==> src/pkg/iepf_pkg.sv <==
// Constants for the interrupt enable, priority and flag block.
package iepf_pkg;
    localparam logic [7:0] ADDR_EXT_EVENT_FLAGS = 8'h91;
    localparam logic [7:0] ADDR_IRQ_ENABLE = 8'hA8;
    localparam logic [7:0] ADDR_IRQ_PRIORITY = 8'hB8;
    localparam logic [7:0] ADDR_EXT_IRQ_CONTROL = 8'hD8;
    localparam logic [7:0] ADDR_EXT_IRQ_ENABLE = 8'hE8;
    localparam logic [7:0] ADDR_EXT_IRQ_PRIORITY = 8'hF8;
    // Bit positions.
    localparam int GLOBAL_GATE_BIT = 7;
    localparam int WAKEUP_FLAG_BIT = 3;
    localparam int CONV_FLAG_BIT = 4;
    // Writable masks and forced-one masks per register.
    localparam logic [7:0] IE_WMASK = 8'hBF;
    localparam logic [7:0] IP_WMASK = 8'h3F;
    localparam logic [7:0] IP_ONES = 8'h80;
    localparam logic [7:0] FLAGS_ONES = 8'h08;
    localparam logic [7:0] CTRL_ONES = 8'h40;
    localparam logic [7:0] EXT_WMASK = 8'h1F;
    localparam logic [7:0] EXT_ONES = 8'hE0;
    localparam logic [7:0] REG_RESET = 8'h00;
    // Source count and vector index encoding (natural order, 0 is highest).
    localparam int NUM_SRC = 11;
    localparam logic [3:0] NO_SOURCE = 4'hF;
endpackage : iepf_pkg

==> src/design/iepf_ctrl.sv <==
// Interrupt enable, priority and extended flag registers with request arbitration.
//
// Notes on behaviour
// - Enable bits 4..0 gate serial, timer1, pin1, timer0, pin0 sources.
// - Serial enable passes either transmit-done or receive-done flag.
// - Priority bits 5..0 select high or low level for standard sources.
// - Flag bit 7 sets on radio channel two ready rising edge; sticky.
// - Flag bit 6 sets on radio channel one ready rising edge; sticky.
// - Flag bit 5 sets when the serial peripheral finishes a byte.
// - Flag bit 4 sets on converter end-of-conversion rising edge; sticky.
// - Hardware never clears extended flags; only software writing zero does.
// - Software writing one to a flag sets it and requests like hardware.
// - Wakeup flag sets on its event and re-requests until software clears it.
// - Software writing one to the wakeup flag requests its interrupt.
// - Extended enable bit 4 gates the wakeup timer interrupt.
// - Extended enable bits 3..0 gate radio two, radio one, serial, converter.
// - Extended priority bit 4 sets wakeup timer level.
// - Extended priority bits 3..0 set radio, serial, converter levels.
// - Reserved ones: priority 7, flag 3, control 6, ext enable/priority 7..5.
// - Reserved zeros: priority 6, flags 2..0, control 5,4,2..0; control 7 unused.
// - Global gate bit 7 blocks all interrupts when clear.
// - Enable bit 5 gates timer 2 on overflow or external flag.
// - Level beats natural order; only a higher level preempts a running routine.
`timescale 1ns/10ps
`default_nettype none
module iepf_ctrl
    import iepf_pkg::*;
(
    input wire logic clock,                 // CPU clock
    input wire logic rst_n,                 // synchronous reset, active low
    input wire logic [7:0] sfr_addr,        // special function register address
    input wire logic sfr_wr,                // write strobe
    input wire logic sfr_rd,                // read strobe
    input wire logic [7:0] sfr_wdata,       // write data
    output logic [7:0] sfr_rdata,           // read data, registered
    output logic sfr_hit,                   // read address belongs to this block, registered
    input wire logic ext_pin0_flag,         // external pin 0 request flag
    input wire logic timer0_overflow,       // timer 0 flag
    input wire logic ext_pin1_flag,         // external pin 1 request flag
    input wire logic timer1_overflow,       // timer 1 flag
    input wire logic serial_tx_done,        // serial transmit complete
    input wire logic serial_rx_done,        // serial receive complete
    input wire logic timer2_overflow,       // timer 2 overflow flag
    input wire logic timer2_external_flag,  // timer 2 external flag
    input wire logic conv_done,             // converter end-of-conversion level
    input wire logic spi_byte_done,         // one-cycle pulse, byte finished
    input wire logic radio_ch1_data_ready,  // radio channel one ready level
    input wire logic radio_ch2_data_ready,  // radio channel two ready level
    input wire logic wakeup_event,          // one-cycle pulse, wakeup timer event
    input wire logic isr_enter,             // CPU vectors to granted source
    input wire logic isr_return,            // CPU executes return from interrupt
    output logic irq_req,                   // request to CPU
    output logic [3:0] irq_index            // natural order index of winner
);
    logic [7:0] irq_enable;
    logic [5:0] irq_priority;
    logic [3:0] ext_flags;
    logic wakeup_flag;
    logic [4:0] ext_irq_enable;
    logic [4:0] ext_irq_priority;
    logic conv_q, ch1_q, ch2_q;
    logic [1:0] active_lvl;
    logic [NUM_SRC-1:0] pend, en_src, prio_src;
    logic [3:0] next_index;
    logic next_req, next_high;

    function automatic logic wr_to(input logic [7:0] a);
        wr_to = sfr_wr && (sfr_addr == a);
    endfunction : wr_to

    function automatic logic [3:0] pick(input logic [NUM_SRC-1:0] v);
        pick = NO_SOURCE;
        for (int i = NUM_SRC - 1; i >= 0; i--) begin
            if (v[i]) begin
                pick = 4'(i);
            end
        end
    endfunction : pick

    always_ff @(posedge clock) begin
        if (!rst_n) begin
            conv_q <= 1'b0;
            ch1_q <= 1'b0;
            ch2_q <= 1'b0;
        end else begin
            conv_q <= conv_done;
            ch1_q <= radio_ch1_data_ready;
            ch2_q <= radio_ch2_data_ready;
        end
    end

    logic [3:0] hw_set;
    assign hw_set = {radio_ch2_data_ready & ~ch2_q, radio_ch1_data_ready & ~ch1_q,
                     spi_byte_done, conv_done & ~conv_q};

    // Write strobes as variables, so that the assertions sample settled values.
    logic wr_flags, wr_enable, wr_control;
    always_comb begin
        wr_flags = wr_to(ADDR_EXT_EVENT_FLAGS);
        wr_enable = wr_to(ADDR_IRQ_ENABLE);
        wr_control = wr_to(ADDR_EXT_IRQ_CONTROL);
    end

    // flags cleared only by software write.
    always_ff @(posedge clock) begin
        if (!rst_n) begin
            ext_flags <= 4'h0;
        end else begin
            if (wr_to(ADDR_EXT_EVENT_FLAGS)) begin
                ext_flags <= sfr_wdata[7:4] | hw_set;
            end else begin
                ext_flags <= ext_flags | hw_set;
            end
        end
    end

    // wakeup flag stays until software clears it.
    always_ff @(posedge clock) begin
        if (!rst_n) begin
            wakeup_flag <= 1'b0;
        end else if (wr_to(ADDR_EXT_IRQ_CONTROL)) begin
            wakeup_flag <= sfr_wdata[WAKEUP_FLAG_BIT] | wakeup_event;
        end else begin
            wakeup_flag <= wakeup_flag | wakeup_event;
        end
    end

    always_ff @(posedge clock) begin
        if (!rst_n) begin
            irq_enable <= REG_RESET;
            irq_priority <= 6'h00;
            ext_irq_enable <= 5'h00;
            ext_irq_priority <= 5'h00;
        end else begin
            if (wr_to(ADDR_IRQ_ENABLE)) begin
                irq_enable <= sfr_wdata & IE_WMASK;
            end
            if (wr_to(ADDR_IRQ_PRIORITY)) begin
                irq_priority <= sfr_wdata[5:0];
            end
            if (wr_to(ADDR_EXT_IRQ_ENABLE)) begin
                ext_irq_enable <= sfr_wdata[4:0];
            end
            if (wr_to(ADDR_EXT_IRQ_PRIORITY)) begin
                ext_irq_priority <= sfr_wdata[4:0];
            end
        end
    end

    always_ff @(posedge clock) begin
        if (!rst_n) begin
            sfr_rdata <= 8'h00;
            sfr_hit <= 1'b0;
        end else begin
            sfr_hit <= sfr_rd && (sfr_addr == ADDR_EXT_EVENT_FLAGS ||
                       sfr_addr == ADDR_IRQ_ENABLE || sfr_addr == ADDR_IRQ_PRIORITY ||
                       sfr_addr == ADDR_EXT_IRQ_CONTROL || sfr_addr == ADDR_EXT_IRQ_ENABLE ||
                       sfr_addr == ADDR_EXT_IRQ_PRIORITY);
            case (sfr_addr)
                ADDR_EXT_EVENT_FLAGS: sfr_rdata <= {ext_flags, 4'h0} | FLAGS_ONES;
                ADDR_IRQ_ENABLE: sfr_rdata <= irq_enable;
                ADDR_IRQ_PRIORITY: sfr_rdata <= {2'b00, irq_priority} | IP_ONES;
                ADDR_EXT_IRQ_CONTROL: sfr_rdata <= {4'h0, wakeup_flag, 3'h0} | CTRL_ONES;
                ADDR_EXT_IRQ_ENABLE: sfr_rdata <= {3'h0, ext_irq_enable} | EXT_ONES;
                ADDR_EXT_IRQ_PRIORITY: sfr_rdata <= {3'h0, ext_irq_priority} | EXT_ONES;
                default: sfr_rdata <= 8'h00;
            endcase
        end
    end

    // Sources in natural order: pin0, t0, pin1, t1, serial, t2, conv, spi, radio1, radio2, wakeup.
    // serial and timer 2 either flag.
    assign pend = {wakeup_flag, ext_flags[3], ext_flags[2], ext_flags[1], ext_flags[0],
                   timer2_overflow | timer2_external_flag, serial_tx_done | serial_rx_done,
                   timer1_overflow, ext_pin1_flag, timer0_overflow, ext_pin0_flag};
    assign en_src = {ext_irq_enable, irq_enable[5:0]}
                    & {NUM_SRC{irq_enable[GLOBAL_GATE_BIT]}} & pend;
    assign prio_src = {ext_irq_priority, irq_priority};

    // level first, then natural order, preempt only a lower level.
    always_comb begin
        next_high = |(en_src & prio_src);
        next_index = next_high ? pick(en_src & prio_src) : pick(en_src & ~prio_src);
        next_req = next_high ? (active_lvl != 2'd2) : ((|en_src) && active_lvl == 2'd0);
    end

    // active level tracking: 0 none, 1 low, 2 high.
    always_ff @(posedge clock) begin
        if (!rst_n) begin
            active_lvl <= 2'd0;
        end else if (isr_enter && irq_req) begin
            active_lvl <= next_high ? 2'd2 : 2'd1;
        end else if (isr_return) begin
            active_lvl <= 2'd0;
        end
    end

    always_ff @(posedge clock) begin
        if (!rst_n) begin
            irq_req <= 1'b0;
            irq_index <= NO_SOURCE;
        end else begin
            irq_req <= next_req;
            irq_index <= next_req ? next_index : NO_SOURCE;
        end
    end

    a_flag_sticky: assert property (@(posedge clock) disable iff (!rst_n)
        $fell(ext_flags[0]) |-> $past(wr_flags))
        else $error("extended flag cleared without a write");
    a_edge_sets_flag: assert property (@(posedge clock) disable iff (!rst_n)
        (conv_done && !conv_q) |=> ext_flags[0])
        else $error("converter edge did not set flag");
    a_radio2_edge: assert property (@(posedge clock) disable iff (!rst_n)
        (radio_ch2_data_ready && !ch2_q) |=> ext_flags[3])
        else $error("radio two edge did not set flag");
    a_radio1_edge: assert property (@(posedge clock) disable iff (!rst_n)
        (radio_ch1_data_ready && !ch1_q) |=> ext_flags[2])
        else $error("radio one edge did not set flag");
    a_spi_sets_flag: assert property (@(posedge clock) disable iff (!rst_n)
        spi_byte_done |=> ext_flags[1])
        else $error("byte done did not set flag");
    a_sw_flag_set: assert property (@(posedge clock) disable iff (!rst_n)
        (wr_flags && sfr_wdata[7]) |=> ext_flags[3])
        else $error("software write of one did not set flag");
    a_set_beats_clear: assert property (@(posedge clock) disable iff (!rst_n)
        (wr_flags && spi_byte_done) |=> ext_flags[1])
        else $error("spi event lost against clear");
    a_level_edge_once: assert property (@(posedge clock) disable iff (!rst_n)
        (conv_done && conv_q && !ext_flags[0] && !wr_flags) |=> !ext_flags[0])
        else $error("held converter level set the flag again");
    a_wakeup_event_set: assert property (@(posedge clock) disable iff (!rst_n)
        wakeup_event |=> wakeup_flag)
        else $error("wakeup event did not set flag");
    a_wakeup_sticky: assert property (@(posedge clock) disable iff (!rst_n)
        (wakeup_flag && !wr_control) |=> wakeup_flag)
        else $error("wakeup flag dropped");
    a_sw_set_request: assert property (@(posedge clock) disable iff (!rst_n)
        (wakeup_flag && ext_irq_enable[4] && irq_enable[7] && active_lvl == 2'd0)
        |=> irq_req)
        else $error("enabled wakeup flag gave no request");

    a_global_gate: assert property (@(posedge clock) disable iff (!rst_n)
        !irq_enable[GLOBAL_GATE_BIT] |=> !irq_req)
        else $error("request with global gate clear");
    a_global_write: assert property (@(posedge clock) disable iff (!rst_n)
        (wr_enable && !sfr_wdata[GLOBAL_GATE_BIT]) |=> !irq_enable[GLOBAL_GATE_BIT])
        else $error("global gate not cleared by write");
    a_std_mask: assert property (@(posedge clock) disable iff (!rst_n)
        !irq_enable[0] |=> !(irq_req && irq_index == 4'd0))
        else $error("masked pin zero source requested");
    a_serial_either: assert property (@(posedge clock) disable iff (!rst_n)
        (irq_enable[7] && irq_enable[4] && serial_rx_done && active_lvl == 2'd0) |=> irq_req)
        else $error("serial receive flag gave no request");
    a_timer2_either: assert property (@(posedge clock) disable iff (!rst_n)
        (irq_enable[7] && irq_enable[5] && timer2_external_flag && active_lvl == 2'd0) |=> irq_req)
        else $error("timer two external flag gave no request");
    a_ext_mask: assert property (@(posedge clock) disable iff (!rst_n)
        !ext_irq_enable[0] |=> !(irq_req && irq_index == 4'd6))
        else $error("masked converter source requested");
    a_wakeup_mask: assert property (@(posedge clock) disable iff (!rst_n)
        !ext_irq_enable[4] |=> !(irq_req && irq_index == 4'd10))
        else $error("masked wakeup source requested");

    a_pin0_high_wins: assert property (@(posedge clock) disable iff (!rst_n)
        (en_src[0] && prio_src[0] && !active_lvl[1]) |=> irq_req && irq_index == 4'd0)
        else $error("high pin zero did not win");
    a_ext_high_wins: assert property (@(posedge clock) disable iff (!rst_n)
        (en_src[6] && prio_src[6] && ~|(en_src[5:0] & prio_src[5:0]) && !active_lvl[1])
        |=> irq_req && irq_index == 4'd6)
        else $error("high converter did not win");
    a_wakeup_low_held: assert property (@(posedge clock) disable iff (!rst_n)
        (active_lvl == 2'd1 && !prio_src[10]) |=> !(irq_req && irq_index == 4'd10))
        else $error("low wakeup preempted a low routine");
    a_low_held: assert property (@(posedge clock) disable iff (!rst_n)
        (active_lvl == 2'd1 && !(|(en_src & prio_src))) |=> !irq_req)
        else $error("low request preempted a low routine");
    a_high_preempt: assert property (@(posedge clock) disable iff (!rst_n)
        (active_lvl == 2'd2) |=> !irq_req)
        else $error("high routine preempted");
    a_index_idle: assert property (@(posedge clock) disable iff (!rst_n)
        !irq_req |-> irq_index == NO_SOURCE)
        else $error("index shown without a request");
    a_index_range: assert property (@(posedge clock) disable iff (!rst_n)
        irq_req |-> irq_index != NO_SOURCE)
        else $error("request without a winner");

    a_reserved_read: assert property (@(posedge clock) disable iff (!rst_n)
        (sfr_rd && sfr_addr == ADDR_EXT_IRQ_ENABLE) |=> sfr_rdata[7:5] == 3'b111)
        else $error("reserved ones read wrong");
    a_ext_prio_ones: assert property (@(posedge clock) disable iff (!rst_n)
        (sfr_addr == ADDR_EXT_IRQ_PRIORITY) |=> sfr_rdata[7:5] == 3'b111)
        else $error("reserved priority ones read wrong");
    a_ip_reserved: assert property (@(posedge clock) disable iff (!rst_n)
        (sfr_addr == ADDR_IRQ_PRIORITY) |=> sfr_rdata[7:6] == 2'b10)
        else $error("reserved priority bits read wrong");
    a_flags_reserved: assert property (@(posedge clock) disable iff (!rst_n)
        (sfr_addr == ADDR_EXT_EVENT_FLAGS) |=> sfr_rdata[3:0] == 4'h8)
        else $error("reserved flag bits read wrong");
    a_ie_bit6_zero: assert property (@(posedge clock) disable iff (!rst_n)
        (sfr_addr == ADDR_IRQ_ENABLE) |=> !sfr_rdata[6])
        else $error("enable bit six read as one");
    a_ctrl_reserved: assert property (@(posedge clock) disable iff (!rst_n)
        (sfr_addr == ADDR_EXT_IRQ_CONTROL) |=> (sfr_rdata & 8'hF7) == CTRL_ONES)
        else $error("reserved control bits read wrong");

    // Main scenarios.
    c_conv_irq: cover property (@(posedge clock) irq_req && irq_index == 4'd6);
    c_high_over_low: cover property (@(posedge clock) active_lvl == 2'd1 && irq_req);
    c_set_and_clear: cover property (@(posedge clock)
        wr_flags && |hw_set);
    c_wakeup_irq: cover property (@(posedge clock) irq_req && irq_index == 4'd10);
    c_high_nested: cover property (@(posedge clock) active_lvl == 2'd2);
endmodule : iepf_ctrl
`default_nettype wire

==> config.mk <==
export PLATFORM = sky130hd
export DESIGN_NAME = iepf_ctrl
export DESIGN_NICKNAME = d
export VERILOG_FILES = /design/src/pkg/iepf_pkg.sv /design/src/design/iepf_ctrl.sv
export SDC_FILE = /design/constraint.sdc
export NUM_CORES = 1
export LEC_CHECK = 0
export BUFFER_PORTS_ARGS = -buffer_cell sky130_fd_sc_hd__buf_4
export CAP_MARGIN = 15
export CORE_MARGIN = 3
export CORE_UTILIZATION = 35
export DETAILED_ROUTE_END_ITERATION = 6
export SLEW_MARGIN = 10
export SYNTH_ARGS = -nofsm -noshare
export SYNTH_HDL_FRONTEND = slang
export SYNTH_SLANG_ARGS = --single-unit
==> constraint.sdc <==
create_clock -name clock -period 3.9 [get_ports clock]
set_input_delay 0.39 -clock clock [delete_from_list [all_inputs] [get_ports clock]]
set_output_delay 0.39 -clock clock [all_outputs]
set_load 0.05 [all_outputs]
# Yosys cells after proc, flatten, opt, wreduce, memory -nomap -nowiden
# Index checks and enable logic that the tools add are counted.
[word_totals]
wordCells = 87
register_bits = 47
in_bits = 35
[classes]
mux = 30
reduce_logical = 19
eq_ne = 7
bitwise_logic = 17
[ops]
columns = ["cell", "count"]
rows = [
  ["two-way mux 4 bit", 22],
  ["== test 8 bit, second input constant", 6],
  ["case mux 8 bit (6 select lines)", 1],
  ["bitwise AND 11 bit", 4],
  ["OR reduction 11 bit", 2],
  ["inverter 11 bit", 1],
  ["logical AND 1 bit", 9],
  ["bitwise OR 4 bit", 2],
  ["two-way mux 2 bit", 3],
  ["two-way mux 3 bit", 2],
  ["logical OR 1 bit", 5],
  ["bitwise OR 1 bit", 4],
  ["bitwise AND 1 bit", 3],
  ["inverter 1 bit", 3],
  ["zero test 2 bit", 1],
  ["two-way mux 1 bit", 2],
  ["inequality test 2 bit, second input constant", 1],
  ["AND reduction 2 bit", 1],
  ["nonzero test 2 bit", 1],
]

# Logic depth before layout (Yosys ltp)
# Gate-level depths: netlist of the first run.
[logic_depth]
word_depth = 15
mapped_depth = 8

# Least setup slack after synthesis of the first run
# No wires, ideal clock.
[synth_timing]
path_kind = "input to register"
startpoint = "input sfr_addr[7]"
endpoint = "register ext_flags[1]"
t_required_ps = 3785
arrival_ps = 1514
path_buffers = 1
path_stages = 7
slack_ps = 2272
path_cell_list = "nor3b_2 and3b_1 and3_1 buf_6 nand2_4 mux2_4 o21a_1"
[synth_between]
elab_chain_len = 3
[synth_lines]
columns = ["item", "line_no", "source"]
rows = [
  ["start, declared", "iepf_ctrl.sv:31", "input wire logic [7:0] sfr_addr,"],
  ["== test 8 bit", "iepf_ctrl.sv:68", "wr_to = sfr_wr && (sfr_addr == a);"],
  ["logical AND 1 bit", "iepf_ctrl.sv:68", ""],
  ["two-way mux 4 bit", "iepf_ctrl.sv:109", "if (wr_to(ADDR_EXT_EVENT_FLAGS)) begin"],
  ["end signal, assigned", "iepf_ctrl.sv:110", "ext_flags <= sfr_wdata[7:4] | hw_set;"],
  ["end signal, assigned", "iepf_ctrl.sv:112", "ext_flags <= ext_flags | hw_set;"],
  ["end, declared", "iepf_ctrl.sv:57", "logic [3:0] ext_flags;"],
]
# No other way between the ends.
# A chain may end at the register's enable or synchronous reset.

# Final worst setup path of the first run
[layout_timing]
startpoint = "register irq_enable[7]"
endpoint = "register irq_index[0]"
[layout_between]
elab_chain_len = 15
word_cells_on_any_way = 32
classes_between = "mux (24); bitwise (4); reduce/logical (4)"
[layout_lines]
columns = ["item", "line_no", "source"]
rows = [
  ["start, declared", "iepf_ctrl.sv:55", "logic [7:0] irq_enable;"],
  ["start signal, assigned", "iepf_ctrl.sv:136", "irq_enable <= sfr_wdata & IE_WMASK;"],
  ["bitwise AND 11 bit * (2 in a row)", "iepf_ctrl.sv:177", "& {NUM_SRC{irq_enable[GLOBAL_GATE_BIT]}} & pend;"],
  ["bitwise AND 11 bit, on equally long branches", "iepf_ctrl.sv:183, iepf_ctrl.sv:182", ""],
  ["two-way mux 3 bit", "iepf_ctrl.sv:74", "if (v[i]) begin"],
  ["two-way mux 4 bit (10 in a row)", "iepf_ctrl.sv:74", ""],
  ["two-way mux 4 bit", "iepf_ctrl.sv:183", "next_index = next_high ? pick(en_src & prio_src) : pick(en_src & ~prio_src);"],
  ["end signal, assigned", "iepf_ctrl.sv:204", "irq_index <= next_req ? next_index : NO_SOURCE;"],
  ["end, declared", "iepf_ctrl.sv:53", "output logic [3:0] irq_index"],
]
# Every way passes the cells marked *; elsewhere a longest branch is shown, timed or not.

==> metrics.txt, run 1 <==
Hold Crit Start=wakeup_event; mux cell area share after synthesis=0.168; synth unique cells=50; post-synthesis xor/xnor area fraction=0; worst-skew pair later-pin latency=0.32 ns; initial antenna violation count=0; vias in the first global route=1875; Finish-stage setup viols=0; commonest non-fill, non-tap cells in the layout=48 x buf_4, 47 x dfxtp_1, 29 x nor2b_1; Synth Register Bits=47; Initial Util=0.373; first-pass GRT wire length=9710 um; Avg WL per Cell=16.2 um; Clk Tree Root Cell=clkbuf_8; critical path required time=4.11 ns; Final Hold Vio Count=0; register area=941 um2; Post-route DRC=0; total grt overflow=0; First-pass DRT Iterations=4; Die Span Y=89.5 um; Slew headroom=0.434; CTS Buffer Depth=2; RD Place Congestion=0.800; combinational family with the most area after synthesis=simple AND/OR/NAND/NOR gates; EDFF count, synth=0; # diodes=0; Final nets=324; R2R cell count=6; total negative slack=0 ns; most common cell after layout, fill and taps aside=buf_4; Adder-Cell Fraction of Synth Area=0; hold_buf cts=0; die area=8000 um2; reg2reg start=irq_enable[7]; clock buffer count from CTS=5; detailed placement HPWL=4520 um; WHS Endpoint=wakeup_flag; register area share after synthesis=0.386; CP startpoint kind=flop; Synth-to-Final Area Change=19.3%; 1st-iter DRT viols=163; Crit Path Class=reg -> reg; # Max-Cap Violations=0; # IOs=49; hold depth=2; non-filler cells, final=367; Slew Viols, Final=0; Synth Instances=247; power per cell area=301 nW/um2; routed wire length=5960 um; Post-CTS Setup Inserts=0; fraction of the mapped netlist area in simple logic gates=0.266; yosys warns=0; Least-Margin Pin Slew=0.848 ns; pre-CTS WS=1.81 ns; # clock sinks=47; PortBufs=48; Vias/cell=5.53; Netlist Area Pre-Place=2440 um2; Syn Nets=282; Crit path arrival time=2.38 ns; worst clock skew=0.0117 ns; Routed Antenna Nets=0; Core Box Area=6530 um2; crit path time final=2.17 ns; Post-synth ARST share=0; Critical Path Sink Type=flop; status=completed; compound-cell area share of the yosys netlist=0.140; Max IR drop VDD=185 uV; reg2reg end=irq_index[0]; leakage power=0.00130 uW; Total GRT Usage=0.160; final worst slack=1.73 ns; unrepaired setup endpoints after global routing=false; CTS resizes=0; largest net degree at the start of global routing=44; Max Clk Rate=462 MHz; Avg Cell Area, Syn=9.87 um2; flop2flop setup slack=1.73 ns; share of cells above drive strength 1=0.259; row cnt=29; Placed Cells=359; ys flop type=dfxtp_1; Hold Path Class=in -> reg; fillcell total=660; area taken by multi-input logic gates=1400 um2; CP Max Fanout=27; final period utilization=0.555; Reg clk slew, reported paths=0.10 ns; Die W=89.5 um; # H-tree levels=2; Via Count=2029; CTS tree=yes
-- through the flow --
step / total power, uW / hold WS [ns] / cell area [um2] / util
after global routing: 911 / 0.271 / 2910 / 0.445
after CTS: 884 / 0.258 / 2910 / 0.445
after detailed placement: 570 / 0.493 / 2810 / 0.431
final: 874 / 0.271 / 2910 / 0.445
after global placement: 570 / 0.480 / 2810 / 0.431
after floorplan: 529 / 0.469 / 2440 / -
-- flip-flops by register name (all words and copies together), names as in the netlist --
name	flops
wakeup_flag	1
irq_index	4
sfr_rdata	8
irq_priority	6
sfr_hit	1
active_lvl	2
conv_q	1
ext_flags	4
ext_irq_enable	5
ch1_q	1
irq_enable	7
ch2_q	1
irq_req	1
ext_irq_priority	5
-- cells in the mapped netlist (all sizes together) (2+ instances only) --
library cell	count	area, um2
a21boi	7	52.6
a21oi	4	20.0
a221oi	2	17.5
a22oi	4	30.0
and2	5	31.3
and3	7	43.8
and4b	3	30.0
buf	9	66.3
clkbuf	4	15.0
dfxtp	47	941
inv	4	15.0
mux2	3	37.5
mux2i	26	260
mux4	5	113
nand2	11	48.8
nand2b	4	27.5
nand3	9	50.1
nand3b	2	15.0
nand4	11	68.8
nand4b	5	50.0
nor2	9	41.3
nor2b	29	181
nor3	2	10.0
nor3b	3	27.5
o2111ai	2	17.5
o211ai	2	15.0
o21a	2	15.0
o21ai	11	62.6
o311a	2	20.0
o31ai	3	22.5
-- routing by layer --
layer  routed length (um)  vias to the layer above  track usage
met2                 2810                       49        0.244
li1                     -                      998            -
met3                  271                        8       0.0341
met4                   97                        0       0.0609
met1                 2790                      974        0.221
met5                    0                        -            0
-- critical path: stages, from the launching register on --
cell       delay, ns
dfxtp_1         0.89
o2111ai_1       0.37
nand4_1         0.25
nor2_1          0.09
nand2b_2        0.14
o221a_4         0.24
o31ai_1         0.07
-- how the worst max path moves through the flow --
| stage | slack, ns | start | endpoint |
|---|---|---|---|
| 4_1_cts | 1.76 | irq_enable[7] | irq_index[0] |
| 6_report | 1.73 | irq_enable[7] | irq_index[0] |
| 5_1_grt | 1.49 | irq_enable[7] | irq_index[0] |
| 2_1_floorplan | 2.27 | sfr_addr[7] | ext_flags[1] |
| 3_3_place_gp | 1.85 | irq_enable[7] | irq_index[0] |
| 3_5_place_dp | 1.81 | irq_enable[7] | irq_index[0] |
-- cells by family (layout without fill, tap and decap cells) --
logic type / after synthesis / after routing
flip-flops: 47 / 47
buffers and inverters: 17 / 60
multiplexers: 34 / 34
AND/OR/NAND/NOR: 103 / 103
AO/OA/AOI/OAI: 46 / 46
-- report_power, final --
| part | switching, uW | internal (uW) |
|---|---|---|
| combinational | 28.3 | 37.2 |
| clock | 185 | 131 |
| sequential | 7.24 | 486 |
| total | 220 | 654 |
-- final cells by class --
| type | count | area share |
|---|---|---|
| clock buffer | 5 | 0.0237 |
| tap | 77 | 0.0331 |
| inverter | 4 | 0.00517 |
| multi-input combinational | 183 | 0.482 |
| sequential | 47 | 0.324 |
| clock inverter | 3 | 0.00861 |
| timing repair buffer | 48 | 0.124 |
(Power assumes the default switching activity.)
==> inputs of run 2 (changes only) <==
==> constraint.sdc (replaced) <==
create_clock -name clock -period 1.82 [get_ports clock]
set_input_delay 0.182 -clock clock [delete_from_list [all_inputs] [get_ports clock]]
set_output_delay 0.182 -clock clock [all_outputs]
set_load 0.05 [all_outputs]
==> run 2 against run 1 <==
  * Sequential power increased by 120%
  * Count of clock-buffer cells in the layout increased by 1
  * Non-clock buffer count increased by 11
  * Design area increased by 2.8%
  * Final cell count increased by 3.0%
  * Routed wire length increased by 0.32%
  * Via count decreased by 0.25%
  * Largest power group unchanged
  * Highest routed layer unchanged
==> metrics.txt, run 2 (synthesis gave the netlist of run 1 again) <==
status=completed; max incr delay on CP=0.38 ns; most common cell after layout, fill and taps aside=buf_4; critical path's slowest cell=dfxtp_2; Avg WL per Cell=15.8 um; CP Max Fanout=14; PortBufs=48; clock buffer count from CTS=5; Final nets=335; number of flip-flops in the largest register=8; reg2reg start=irq_enable[7]; crit-path leading delay family=compound AO/OA/AOI/OAI gates; vias in the first global route=1967; Total GRT Usage=0.157; Finish-stage setup viols=0; # IOs=49; CTS tree=yes; power per cell area=607 nW/um2; detailed placement HPWL=4610 um; worst path bufs/invs=1; Slew Viols, Final=0; critical path required time=2.01 ns; Vias/cell=5.35; final period utilization=0.896; leakage power=0.00135 uW; Clk Tree Root Cell=clkbuf_8; R2R cell count=7; Max Clk Rate=613 MHz; CTS Buffer Depth=2; Post-route DRC=0; hold depth=2; First-pass DRT Iterations=4; 1st-iter DRT viols=150; initial antenna violation count=0; flop2flop setup slack=0.19 ns; row cnt=29; reg2reg end=irq_index[0]; Crit path arrival time=1.82 ns; register area=942 um2; crit path time final=1.63 ns; Max IR drop VDD=346 uV; WHS=0.0866 ns; Post-CTS Setup Inserts=0; Synth-to-Final Area Change=22.6%; Crit Path Class=reg -> reg; Hold Path Class=in -> reg; # clock sinks=47; Routed Antenna Nets=0; Least-Margin Pin Slew=0.376 ns; area taken by multi-input logic gates=1400 um2; # Max-Cap Violations=0; Via Count=2024; Final Hold Vio Count=0; commonest non-fill, non-tap cells in the layout=58 x buf_4, 46 x dfxtp_1, 29 x nor2b_1; Hold Crit Start=wakeup_event; Slew headroom=0.749; Initial Util=0.373; worst clock skew=0.0103 ns; first-pass GRT wire length=9720 um; # diodes=0; Critical Path Sink Type=flop; routed wire length=5980 um; CP Cell Sequence=buf_6, and4b_1, o311a_1, o21bai_1, a21oi_1, nor3_1, o31ai_1; unrepaired setup endpoints after global routing=false; # H-tree levels=2; RD Place Congestion=0.853; Reg clk slew, reported paths=0.09 ns; largest registers=sfr_rdata x8, irq_enable x7, irq_priority x6; largest reg by FF count=sfr_rdata; total grt overflow=0; CP startpoint kind=flop; worst-skew pair later-pin latency=0.30 ns; total negative slack=0 ns; Die Span Y=89.5 um; die area=8000 um2; share of cells above drive strength 1=0.289; Die W=89.5 um; largest net degree at the start of global routing=44; fillcell total=650; Core Box Area=6530 um2; WHS Endpoint=wakeup_flag
run 2: cell types whose count changed in the layout (fill, tap and decap cells not counted), sizes merged:
cell,before,now
clkbuf,5,6
inv,6,4
buf,48,59
clkinv,0,1
run 2: worst max-delay path by stage:
stage | start | end | slack (ns) | depth (start not counted)
after floorplan | irq_enable[7] | irq_index[0] | 0.34 | 6
after global placement | irq_enable[7] | irq_index[1] | 0.16 | 7
after detailed placement | irq_enable[7] | irq_index[0] | 0.11 | 7
after CTS | irq_enable[7] | irq_index[1] | 0.08 | 7
after global routing | irq_enable[7] | irq_index[0] | 0.006 | 7
final | irq_enable[7] | irq_index[0] | 0.19 | 7
run 2: routing by layer:
metal,track usage,wire (um),up-vias
met4,0.0365,55,0
met5,0,0,-
met2,0.244,2780,37
met1,0.221,2950,957
met3,0.0369,198,6
li1,-,-,1024
run 2: where the power goes:
part / switching [uW] / total (uW) / internal [uW]
logic: 62.8 / 145 / 82.4
registers: 16.0 / 1060 / 1040
clock network: 343 / 612 / 269
run 2: area by class of cell:
type / instances / share of cell area
Timing Repair Buffer: 59 / 0.149
Clock inverter: 2 / 0.00419
Clock buffer: 6 / 0.0243
Sequential cell: 47 / 0.315
Inverter: 4 / 0.00503
Tap cell: 77 / 0.0322
Multi-Input combinational cell: 183 / 0.469
run 2: repair_timing:
action / CTS / global route
hold buffers: 0 / 0
hold endpoints to repair: 0 / 0
setup endpoints to repair: 0 / 6
resized for setup: 0 / 3
run 2: metrics by stage:
stage	util	total power, uW	area, um2	setup WS (ns)	instances
2_1_floorplan	-	1130	2440	0.341	247
3_3_place_gp	0.443	1230	2900	0.158	370
3_5_place_dp	0.443	1230	2900	0.112	370
4_1_cts	0.456	1840	2980	0.0822	378
5_1_grt	0.457	1900	2990	0.00565	378
6_report	0.457	1810	2990	0.188	378
